[config.mk]
export PLATFORM = sky130hd
export DESIGN_NAME = fsi_top
export DESIGN_NICKNAME = d
export VERILOG_FILES = /design/src/hdl/fsi_pkg.sv /design/src/hdl/fsi_top.sv /design/src/hdl/fsi_stat_reg.sv
export SDC_FILE = /design/constraint.sdc
export NUM_CORES = 2
export LEC_CHECK = 0
export BUFFER_PORTS_ARGS = -buffer_cell sky130_fd_sc_hd__buf_4
export CAP_MARGIN = 40
export CELL_PAD_IN_SITES_DETAIL_PLACEMENT = 0
export CELL_PAD_IN_SITES_GLOBAL_PLACEMENT = 1
export CORE_UTILIZATION = 45
export CTS_CLUSTER_SIZE = 24
export DETAILED_ROUTE_END_ITERATION = 10
export PLACE_DENSITY_LB_ADDON = 0.1
export SLEW_MARGIN = 10
export SYNTH_ARGS = -nofsm -noshare
export SYNTH_HDL_FRONTEND = slang
export SYNTH_SLANG_ARGS = --single-unit
[constraint.sdc]
create_clock -name CORE_CLK_I -period 3.4 [get_ports CORE_CLK_I]
set_clock_uncertainty 0.2 [all_clocks]
set_input_delay 0.68 -clock CORE_CLK_I [delete_from_list [all_inputs] [get_ports CORE_CLK_I]]
set_output_delay 0.68 -clock CORE_CLK_I [all_outputs]
set_load 0.02 [all_outputs]
[src/hdl/fsi_pkg.sv]
// Purpose: Shared constants and types for the framer status and interrupt logic
// Assumes: Four framers, nine status-type registers and four mask registers each
// Notes: Offsets are port addresses within one framer's register space
package fsi_pkg;

   localparam int NUM_FRAMERS = 4;
   localparam int NUM_STAT = 9;
   localparam int NUM_MASK = 4;

   // Status-type register indices
   localparam int IDX_ALARM_EVENT_STATUS_A = 0;
   localparam int IDX_ALARM_EVENT_STATUS_B = 1;
   localparam int IDX_RECEIVE_INFO_A = 2;
   localparam int IDX_RECEIVE_INFO_B = 3;
   localparam int IDX_RECEIVE_INFO_C = 4;
   localparam int IDX_DATA_LINK_STATUS = 5;
   localparam int IDX_HDLC_CONTROLLER_STATUS = 6;
   localparam int IDX_CODE_DETECT_STATUS = 7;
   localparam int IDX_LINK_FIFO_STATUS = 8;

   // Status-type register offsets, in index order (index 0 in the low byte)
   localparam logic [NUM_STAT-1:0][7:0] STAT_OFS = {
      8'h93, 8'h92, 8'h91, 8'h90, 8'h10, 8'h31, 8'h22, 8'h21, 8'h20};

   // Mask register indices and offsets
   localparam int IDX_IRQ_MASK_A = 0;
   localparam int IDX_IRQ_MASK_B = 1;
   localparam int IDX_HDLC_IRQ_MASK = 2;
   localparam int IDX_DATA_LINK_IRQ_MASK = 3;
   localparam logic [NUM_MASK-1:0][7:0] MASK_OFS = {8'h95, 8'h94, 8'h17, 8'h16};
   localparam logic [7:0] MASK_RST = 8'h00;

   // Summary register: any address from its base up to the top of the map
   localparam logic [7:0] FRAMER_INTERRUPT_SUMMARY_OFS = 8'hA0;
   localparam logic [7:0] SUMMARY_RST = 8'h00;
   localparam logic [7:0] UNMAPPED_READ = 8'h00;

   // Alarm-type bits of alarm_event_status_a: yellow, carrier loss, blue,
   // sync loss, transmit clock loss on bits 0 to 4
   localparam logic [7:0] SR_A_ALARM_MASK = 8'h1F;
   localparam logic [7:0] NO_ALARM_MASK = 8'h00;
   // Latched bit masks; a zero marks a live, non-latched bit
   localparam logic [7:0] ALL_LATCHED = 8'hFF;
   localparam logic [7:0] HDLC_STAT_LATCH_MASK = 8'h3F;
   localparam logic [7:0] CODE_DET_LATCH_MASK = 8'hFE;
   localparam logic [7:0] FIFO_STAT_LATCH_MASK = 8'h00;

   // Parallel port request, one cycle per access
   typedef struct packed {
      logic wr;
      logic rd;
      logic [1:0] framer;
      logic [7:0] addr;
      logic [7:0] wdata;
   } fsi_host_req_s;

   // Raw sources: event pulses or alarm levels per framer and register
   typedef logic [NUM_FRAMERS-1:0][NUM_STAT-1:0][7:0] fsi_src_t;

   // State of one status-type register
   typedef struct packed {
      logic [7:0] lat;
      logic [7:0] copy;
      logic [7:0] sel;
      logic [7:0] alm_prev;
      logic [7:0] alm_pend;
   } fsi_stat_state_s;

   // State of the top block
   typedef struct packed {
      logic [NUM_FRAMERS-1:0][NUM_MASK-1:0][7:0] mask;
      logic [7:0] summary;
      logic [7:0] rdata;
      logic rvalid;
      logic int_n;
   } fsi_top_state_s;

endpackage

[src/hdl/fsi_top.sv]
// Purpose: Status, information and interrupt logic for four framers
// Assumes: Parallel port strobes are one-cycle and synchronous to CORE_CLK_I
// Notes: Read data appears one cycle after the read strobe, with a valid pulse
// Operation
// - Nine status-type registers per framer
// - Events latch bit at one until read
// - Read clears; alarms re-set while present
// - Mask one refreshes readable copy bit
// - Mask zero holds readable copy bit
// - Only status and link registers interrupt
// - Each interrupt source individually maskable
// - Alarm changes both ways raise interrupt
// - Alarm request released when bit read
// - Event raises interrupt when it occurs
// - Event request released when bit read
// - Some link controller bits stay live
// - Summary register shows requesting framer, type
// - Even summary bits show status requests
// - Odd summary bits show link requests
// - Summary answers any address A0 to FF
`timescale 1ns/1ps
`default_nettype none
module fsi_top (
   input wire logic CORE_CLK_I,
   input wire logic SRST_I,
   input wire fsi_pkg::fsi_host_req_s HOST_REQ_I,
   input wire fsi_pkg::fsi_src_t STAT_SRC_I,
   output logic [7:0] RD_DATA_O,
   output logic RD_VALID_O,
   output logic INT_N_O
);
   import fsi_pkg::*;

   // Decode a status-type register offset: hit flag then index
   function automatic logic [4:0] stat_dec(input logic [7:0] addr);
      logic [4:0] res;
      res = 5'h00;
      for (int i = 0; i < NUM_STAT; i++) begin
         if (addr == STAT_OFS[i]) begin
            res = {1'b1, 4'(i)};
         end
      end
      return res;
   endfunction

   // Decode a mask register offset: hit flag then index
   function automatic logic [2:0] mask_dec(input logic [7:0] addr);
      logic [2:0] res;
      res = 3'h0;
      for (int i = 0; i < NUM_MASK; i++) begin
         if (addr == MASK_OFS[i]) begin
            res = {1'b1, 2'(i)};
         end
      end
      return res;
   endfunction

   // Latched-bit mask per register index; the alarm mask is picked at the instance
   function automatic logic [7:0] latch_of(input int idx);
      logic [7:0] res;
      res = ALL_LATCHED;
      if (idx == IDX_HDLC_CONTROLLER_STATUS) begin
         res = HDLC_STAT_LATCH_MASK;
      end else if (idx == IDX_CODE_DETECT_STATUS) begin
         res = CODE_DET_LATCH_MASK;
      end else if (idx == IDX_LINK_FIFO_STATUS) begin
         res = FIFO_STAT_LATCH_MASK;
      end
      return res;
   endfunction

   fsi_top_state_s st_r;
   fsi_top_state_s st_nxt;
   logic [4:0] sdec;
   logic [2:0] mdec;
   logic sum_hit;
   logic [NUM_FRAMERS-1:0][NUM_STAT-1:0] stat_wr;
   logic [NUM_FRAMERS-1:0][NUM_STAT-1:0] stat_rd;
   logic [NUM_FRAMERS-1:0][NUM_STAT-1:0][7:0] stat_copy;
   logic [NUM_FRAMERS-1:0][NUM_STAT-1:0][7:0] stat_irq;

   // Address decode shared by strobes and the read mux
   assign sdec = stat_dec(HOST_REQ_I.addr);
   assign mdec = mask_dec(HOST_REQ_I.addr);
   assign sum_hit = HOST_REQ_I.addr >= FRAMER_INTERRUPT_SUMMARY_OFS;

   // Nine status-type registers for each framer
   for (genvar f = 0; f < NUM_FRAMERS; f++) begin : g_framer
      for (genvar r = 0; r < NUM_STAT; r++) begin : g_reg
         // Strobes reach only the addressed framer and register
         assign stat_wr[f][r] = HOST_REQ_I.wr && (HOST_REQ_I.framer == 2'(f))
            && sdec[4] && (sdec[3:0] == 4'(r));
         assign stat_rd[f][r] = HOST_REQ_I.rd && (HOST_REQ_I.framer == 2'(f))
            && sdec[4] && (sdec[3:0] == 4'(r));

         fsi_stat_reg #(
            .LATCH_MASK(latch_of(r)),
            .ALARM_MASK((r == IDX_ALARM_EVENT_STATUS_A) ? SR_A_ALARM_MASK
               : NO_ALARM_MASK)
         ) u_stat (
            .clk_i(CORE_CLK_I),
            .srst_i(SRST_I),
            .src_i(STAT_SRC_I[f][r]),
            .wr_i(stat_wr[f][r]),
            .rd_i(stat_rd[f][r]),
            .wdata_i(HOST_REQ_I.wdata),
            .copy_o(stat_copy[f][r]),
            .irq_src_o(stat_irq[f][r])
         );
      end
   end

   // Mask writes, summary, interrupt pin and read data
   always_comb begin
      st_nxt = st_r;
      st_nxt.rvalid = 1'b0;

      // Mask registers are plain read/write, per framer
      if (HOST_REQ_I.wr && !sum_hit && mdec[2]) begin
         st_nxt.mask[HOST_REQ_I.framer][mdec[1:0]] = HOST_REQ_I.wdata;
      end

      // Only the two status registers and the link registers feed requests;
      // the receive information registers never reach the pin
      for (int f = 0; f < NUM_FRAMERS; f++) begin
         st_nxt.summary[2*f] =
            (|(stat_irq[f][IDX_ALARM_EVENT_STATUS_A]
               & st_r.mask[f][IDX_IRQ_MASK_A]))
            | (|(stat_irq[f][IDX_ALARM_EVENT_STATUS_B]
               & st_r.mask[f][IDX_IRQ_MASK_B]));
         st_nxt.summary[2*f+1] =
            (|(stat_irq[f][IDX_HDLC_CONTROLLER_STATUS]
               & st_r.mask[f][IDX_HDLC_IRQ_MASK]))
            | (|(stat_irq[f][IDX_DATA_LINK_STATUS]
               & st_r.mask[f][IDX_DATA_LINK_IRQ_MASK]));
      end

      // Pin stays low while any framer has a request
      st_nxt.int_n = ~(|st_nxt.summary);

      // Read mux; the summary wins over per-framer offsets in its range
      if (HOST_REQ_I.rd) begin
         st_nxt.rvalid = 1'b1;
         if (sum_hit) begin
            st_nxt.rdata = st_r.summary;
         end else if (mdec[2]) begin
            st_nxt.rdata = st_r.mask[HOST_REQ_I.framer][mdec[1:0]];
         end else if (sdec[4]) begin
            // Copy as it stands now; the same edge clears the reported bits
            st_nxt.rdata = stat_copy[HOST_REQ_I.framer][sdec[3:0]];
         end else begin
            st_nxt.rdata = UNMAPPED_READ;
         end
      end
   end

   // Registered state; writes into the summary range simply fall through
   always_ff @(posedge CORE_CLK_I) begin
      if (SRST_I) begin
         st_r.mask <= {(NUM_FRAMERS * NUM_MASK){MASK_RST}};
         st_r.summary <= SUMMARY_RST;
         st_r.rdata <= 8'h00;
         st_r.rvalid <= 1'b0;
         st_r.int_n <= 1'b1;
      end else begin
         st_r <= st_nxt;
      end
   end

   // All outputs come straight from flip-flops
   assign RD_DATA_O = st_r.rdata;
   assign RD_VALID_O = st_r.rvalid;
   assign INT_N_O = st_r.int_n;

endmodule
`default_nettype wire

[src/hdl/fsi_stat_reg.sv]
// Purpose: One status-type register with latch, readable copy and irq sources
// Assumes: Sources sampled on the core clock; read and write strobes one cycle
// Notes: Live bits follow their source; alarm bits raise a request on each change
`timescale 1ns/1ps
`default_nettype none
module fsi_stat_reg #(
   parameter logic [7:0] LATCH_MASK = 8'hFF,
   parameter logic [7:0] ALARM_MASK = 8'h00
) (
   input wire logic clk_i,
   input wire logic srst_i,
   input wire logic [7:0] src_i,
   input wire logic wr_i,
   input wire logic rd_i,
   input wire logic [7:0] wdata_i,
   output logic [7:0] copy_o,
   output logic [7:0] irq_src_o
);
   import fsi_pkg::*;

   fsi_stat_state_s st_r;
   fsi_stat_state_s st_nxt;
   logic [7:0] rd_clr;
   logic [7:0] alm_chg;

   // Next state; every set term is ORed last so a new event beats a clear
   always_comb begin
      st_nxt = st_r;
      rd_clr = rd_i ? (st_r.sel & st_r.copy) : 8'h00;
      alm_chg = (src_i ^ st_r.alm_prev) & ALARM_MASK;
      // Latched bits hold until reported by a read; alarms re-set while present
      st_nxt.lat = (((st_r.lat & ~rd_clr) | src_i) & LATCH_MASK)
         | (src_i & ~LATCH_MASK);
      st_nxt.alm_prev = src_i & ALARM_MASK;
      // A read of the selected bits releases their alarm requests
      st_nxt.alm_pend = ((st_r.alm_pend & ~(rd_i ? st_r.sel : 8'h00)) | alm_chg)
         & ALARM_MASK;
      if (wr_i) begin
         st_nxt.copy = (wdata_i & st_r.lat) | (~wdata_i & st_r.copy);
         st_nxt.sel = wdata_i;
      end
   end

   // Registered state
   always_ff @(posedge clk_i) begin
      if (srst_i) begin
         st_r <= '0;
      end else begin
         st_r <= st_nxt;
      end
   end

   assign copy_o = st_r.copy;
   // Events request until read; alarms only through their change flags
   assign irq_src_o = (st_r.lat & ~ALARM_MASK & LATCH_MASK) | st_r.alm_pend;

endmodule
`default_nettype wire

**Yosys cells after proc, flatten, opt, wreduce, memory -nomap -nowiden**

Index checks and enable logic that the tools add are counted.

- Add/sub/neg operators: 0
- Multiply operators: 0
- Divide/modulo/power cells: 0
- Magnitude comparators: 6
- Equality and inequality tests: 24
- Shift operators: 0
- Muxes and demuxes: 66
- Bitwise operators: 302
- Reduce and logical (&&, ||, !) cells: 108

Operators with widths:

| kind | count |
|---|---|
| $and A8 B8 Y8 | 144 |
| $or A8 B8 Y8 | 72 |
| $mux W8 | 34 |
| $not A8 Y8 | 29 |
| $bmux W72 S2 | 1 |
| $reduce_or A8 Y1 | 17 |
| $bwmux W128 | 1 |
| $logic_and A1 B1 Y1 | 88 |
| $mux W72 | 1 |
| $mux W5 | 13 |
| $bmux W32 S2 | 1 |
| $demux W32 S2 | 1 |
| $mux W32 | 2 |
| $or A6 B8 Y8 | 8 |
| $and A6 B6 Y6 | 8 |
| $eq A8 B8 Y1 const B | 6 |
| $bmux W8 S4 | 1 |
| $eq A8 B6 Y1 const B | 4 |
| $or A8 B1 Y8 | 4 |
| $or A8 B5 Y8 | 4 |
| $eq A8 B5 Y1 const B | 3 |
| $mux W6 | 4 |
| $not A6 Y6 | 4 |
| $or A6 B6 Y6 | 4 |
| 23 further kinds | 52 |

- Register bits: 1,106
- Latch bits: 0
- Memory bits (writable): 0
- Bits in read-only memories: 0
- Word-level logic and storage cells: 650
- Memories: 0

**Longest topological paths before layout**

- Depth after elaboration: 17
- Depth in mapped cells: 11
- Mapped depth without buffers: 6

**By module**

Synthesis repeated with hierarchy kept, for this count alone.

- Cell total of the unflattened synthesis: 4,937
- Area total of the unflattened synthesis: 48,451.5 um^2

Modules (own cells, without submodules):

| module | times used | cells an instance | area an instance (um^2) |
|---|---|---|---|
| fsi_stat_reg (g_framer[0].g_reg[1].u_stat ...) | 20 | 109 | 1,079.8 |
| fsi_top | 1 | 1,105 | 10,169.8 |
| fsi_stat_reg (g_framer[0].g_reg[0].u_stat ...) | 4 | 142 | 1,467.7 |
| fsi_stat_reg (g_framer[0].g_reg[7].u_stat ...) | 4 | 104 | 1,018.5 |
| fsi_stat_reg (g_framer[0].g_reg[6].u_stat ...) | 4 | 99 | 992.2 |
| fsi_stat_reg (g_framer[0].g_reg[8].u_stat ...) | 4 | 68 | 693.2 |

**Worst setup path after synthesis**

Ideal clock, no wire load.

- Path kind: input to register
- Start point: in HOST_REQ_I[16] (netlist name)
- End point: reg st_r, in the netlist RD_DATA_O[4]
- Setup time: 0.114 ns
- Data arrival time: 2.668 ns
- Required time: 3.086 ns
- Slack: 0.419 ns
- Cell stages on the path: 7
- Path buffers: 3
- Path through: buf_2 buf_1 buf_2 mux4_2 mux2i_1 a21oi_1 a21o_1

- Cells in the longest elaborated chain, start to end: 7

RTL lines:

| what | line | source |
|---|---|---|
| start: declaration | fsi_top.sv:26 | `input wire fsi_pkg::fsi_host_req_s HOST_REQ_I,` |
| $bmux W72 S2 | fsi_top.sv:150 | `st_nxt.rdata = stat_copy[HOST_REQ_I.framer][sdec[3:0]];` |
| $mux W72 (implied by the code) | fsi_top.sv:150 |  |
| $bmux W8 S4 | fsi_top.sv:150 |  |
| $mux W8 (implied by the code) | fsi_top.sv:150 |  |
| $mux W8 | fsi_top.sv:148 | `end else if (sdec[4]) begin` |
| $mux W8 (*) | fsi_top.sv:146 | `end else if (mdec[2]) begin` |
| $mux W8 (*) | fsi_top.sv:144 | `if (sum_hit) begin` |
| end signal: assignment | fsi_top.sv:166 | `st_r <= st_nxt;` |
| end: declaration | fsi_top.sv:72 | `fsi_top_state_s st_r;` |

Mark *: on every way between the ends. The rest lies on a longest branch, timed or not. The select of a mux whose other input is x is not followed.
A chain may end at the register's enable or synchronous reset.

**Worst setup path after layout**

- Start point: in HOST_REQ_I[8] (netlist name)
- End point: reg g_framer[3].g_reg[1].u_stat.st_r[22] (netlist name)

- Cells in the longest elaborated chain, start to end: 12

RTL lines:

| what | line | source |
|---|---|---|
| $eq A8 B6 Y1 | fsi_top.sv:39 | `if (addr == STAT_OFS[i]) begin` |
| $mux W5 (8 in series) | fsi_top.sv:39 |  |
| $mux W5 (*) | fsi_top.sv:39 |  |
| branches (longest 1 deep; another with $eq A4 B1 Y1) | n/a |  |
| $logic_and A1 B1 Y1 (*) | fsi_top.sv:92 | `&& sdec[4] && (sdec[3:0] == 4'(r));` |
| end signal: assignment | fsi_stat_reg.sv:49 | `st_r <= st_nxt;` |
| end: declaration | fsi_stat_reg.sv:21 | `fsi_stat_state_s st_r;` |

Every way passes the cells marked *.

==> flow_summary.ini <==
[status]
outcome = finished, final reports clean

[synth]
ys_warn_count = 0
ys.flop_type = dfxtp_1
synth-edff-count = 0
synth_seq_cells = 1006
async_flop_share_pct = 0
synth-seq-area-share_pct = 49.47
synth_area_um2 = 40710
synth_nets = 4996
avgSynthCellArea_um2 = 8.688
ys_types = 56
synth_cells = 4686

[critical_path]
crit_arrival_ns = 2.94
r2r_cells = 6
max_stage_delay_ns = 0.63
crit_path_start = HOST_REQ_I[8]
r2r_start = g_framer[2].g_reg[5].u_stat.st_r[39]
cp_max_fo = 27
crit_cells = 9
r2r_end = INT_N_O
cp.required_ns = 3.81
cp_num_buf_inv = 3
r2r_setup_slack_ns = 1.16
cpLargestDelayFamily = compound AO/OA/AOI/OAI gates
worst_path_max_delay_cell = a22oi_2
cp_cell_sequence = buf_4 -> o21bai_1 -> a22oi_2 -> buf_12 -> nor3_2 -> buf_4 -> nand2_1 -> nand2_1 -> a21oi_1
cp-endpoint = g_framer[3].g_reg[1].u_stat.st_r[22]
end_kind = flip-flop
crit_type = input port to flip-flop
start_kind = input port

[clock_network]
clkSinkCount = 1006
cts_resized = 0
cts_inserted_buffers = 108
h-tree-depth = 3
tritoncts = done
cts.clk_slew.worst_paths_ns = 0.06
cts_buffer_depth = 3
cts_root_buf = clkbuf_16
clock_latency_ns = 0.69

[layout]
final_area_um2 = 49750
area_delta_synth_final_pct = 22.20
fin_cells = 6307
layout_commonest_cell = dfxtp_1
final_layout_size_suffix_gt1_share_pct = 16.59
n_fill_cell = 8202
utilization_pct = 55.86
final_cell_mix = dfxtp_1, nand2_1, a21oi_1, nand3_1, buf_4
final_nets = 5372

[timing]
setup_viol = 0
final_hold_viol_count = 0
slew_viol_final = 0
relSlewSlack_pct = 42.95
fmax_ghz = 0.3947
min_period_over_period_pct = 74.51
fin_tns_setup_ns = 0
tightest_slew_ns = 0.8558
rsz0062_at_grt = false
period_needed_ns = 2.533

[min_path]
hold_class = input port to flip-flop

[global_route]
grt-ovfl-total = 0
grt.total_usage_pct = 31.50
antenna_found_initial = 5
grt_pass1_vias = 33660
grt_max_degree = 137
grt_pass1_wl_um = 216900

[placed_design]
gp_congestion = 0.9261
place.port_buffers = 319
dp.cells = 6003
placed_area_um2 = 45020
hpwl_um = 104300

[detailed_routing]
wl_per_cell_um = 23.32
ant_nets = 0
vias = 36570
drc = 0
drt_pass1_iterations = 8
via_per_inst = 5.798
drt-initial-drc-count = 3780
drt-total-wl_um = 147100

[floorplan]
die_h_um = 302.8
initial_utilization_pct = 45.71
die_area_um2 = 91670
die_x_um = 302.8
io_pins = 320
core_area_um2 = 89060
rows = 109

[power]
leakage_nw = 18.05
power_density_nw_per_um2 = 519.0
p_total_mw = 25.82
vdd_drop_max_uv = 410.9

[run]
drv_cap = 0
synth_stat cells, types with 3 or more instances:
cell / count / area [um2]
dfxtp_1: 1006 / 20140
nand2_1: 888 / 3333
a21oi_1: 860 / 4304
nand3_1: 483 / 2417
nor2_1: 366 / 1374
clkbuf_1: 221 / 829.6
mux4_2: 104 / 2342
nand4_1: 94 / 588.1
mux2i_1: 89 / 890.9
buf_2: 81 / 405.4
nor2b_1: 67 / 419.2
o21ai_0: 66 / 330.3
a22oi_1: 45 / 337.8
nand2b_1: 39 / 244.0
nor4_4: 36 / 765.7
o211ai_1: 24 / 180.2
buf_1: 22 / 82.58
xor2_1: 22 / 192.7
buf_4: 14 / 105.1
a221oi_1: 12 / 105.1
a22o_1: 12 / 105.1
nor4_2: 12 / 150.1
and2_1: 10 / 62.56
nor4_1: 9 / 56.30
a21o_1: 8 / 60.06
a2bb2oi_1: 8 / 70.07
a31oi_1: 8 / 50.05
a41oi_1: 8 / 70.07
mux2_2: 8 / 90.09
o22a_1: 8 / 70.07
nor3_1: 7 / 35.03
and3b_1: 6 / 52.55
nor3_4: 5 / 81.33
nand3_2: 3 / 30.03
nor3_2: 3 / 30.03
o21a_1: 3 / 22.52
o21bai_1: 3 / 22.52
how the worst min path moves through the flow:
stage                        start                                   end  slack (ns)  cells after the start
floorplan                flip-flop                             flip-flop        0.23                      2
global placement         flip-flop                             flip-flop        0.24                      2
detailed placement       flip-flop                             flip-flop        0.24                      2
CTS                 STAT_SRC_I[14]  g_framer[0].g_reg[1].u_stat.st_r[38]      0.0002                      3
global route        STAT_SRC_I[14]  g_framer[0].g_reg[1].u_stat.st_r[38]       0.007                      3
finish              STAT_SRC_I[67]  g_framer[0].g_reg[8].u_stat.st_r[35]        0.02                      2
area by class of cell:
| class | instances | area (um2) | share of cell area [%] |
|---|---|---|---|
| repair buffers | 605 | 5321 | 10.70 |
| diodes | 1 | 2.502 | 0.005030 |
| clock inverters | 34 | 381.6 | 0.7671 |
| clock buffers | 155 | 3203 | 6.439 |
| multi-input cells | 3339 | 19230 | 38.66 |
| inverters | 2 | 7.507 | 0.01509 |
| flip-flops and latches | 1006 | 20140 | 40.48 |
| well taps | 1165 | 1458 | 2.930 |
per-stage QoR:
stage               setup slack, ns  hold slack [ns]
finish                       0.8666          0.02039
global route                 0.7282         0.006733
CTS                          0.9519        0.0001606
detailed placement           0.2391           0.2437
global placement             0.2266           0.2381
floorplan                    0.4185           0.2287
layer usage:
| layer | track usage (%) | share of wire, % | vias to the layer above |
|---|---|---|---|
| li1 | - | - | 17210 |
| met1 | 44.13 | 44 | 17790 |
| met2 | 49.32 | 45 | 1332 |
| met3 | 4.676 | 7.2 | 229 |
| met4 | 11.27 | 3.6 | 6 |
| met5 | 0 | 0.029 | - |
power breakdown:
part | switching (mW) | internal, mW
Combinational | 0.956 | 0.660
Clock | 4.89 | 7.03
Sequential | 0.228 | 12.1
Total | 6.07 | 19.8
worst reg2reg max path: cells and delay by family (launching register included):
| kind | cells | cell delay [ns] |
|---|---|---|
| compound gates | 3 | 0.97 |
| simple gates | 3 | 0.61 |
| flops | 1 | 0.35 |
repair_timing:
| item | in CTS | in global routing |
|---|---|---|
| hold endpoints to repair | 114 | 0 |
| setup buffers | 0 | 0 |
| hold buffers | 114 | 0 |
cell families (layout without fill, tap and decap cells):
| family | after synthesis | count (layout) | share of synthesized area [%] |
|---|---|---|---|
| other | 0 | 1 | 0 |
| XOR/XNOR | 23 | 23 | 0.4948 |
| AO/OA/AOI/OAI | 1069 | 1069 | 14.14 |
| multiplexers | 201 | 201 | 8.163 |
| flip-flops | 1006 | 1006 | 49.47 |
| buffers and inverters | 341 | 796 | 3.541 |
| AND/OR/NAND/NOR | 2046 | 2046 | 24.19 |
Power figures use the tool's default switching activity.
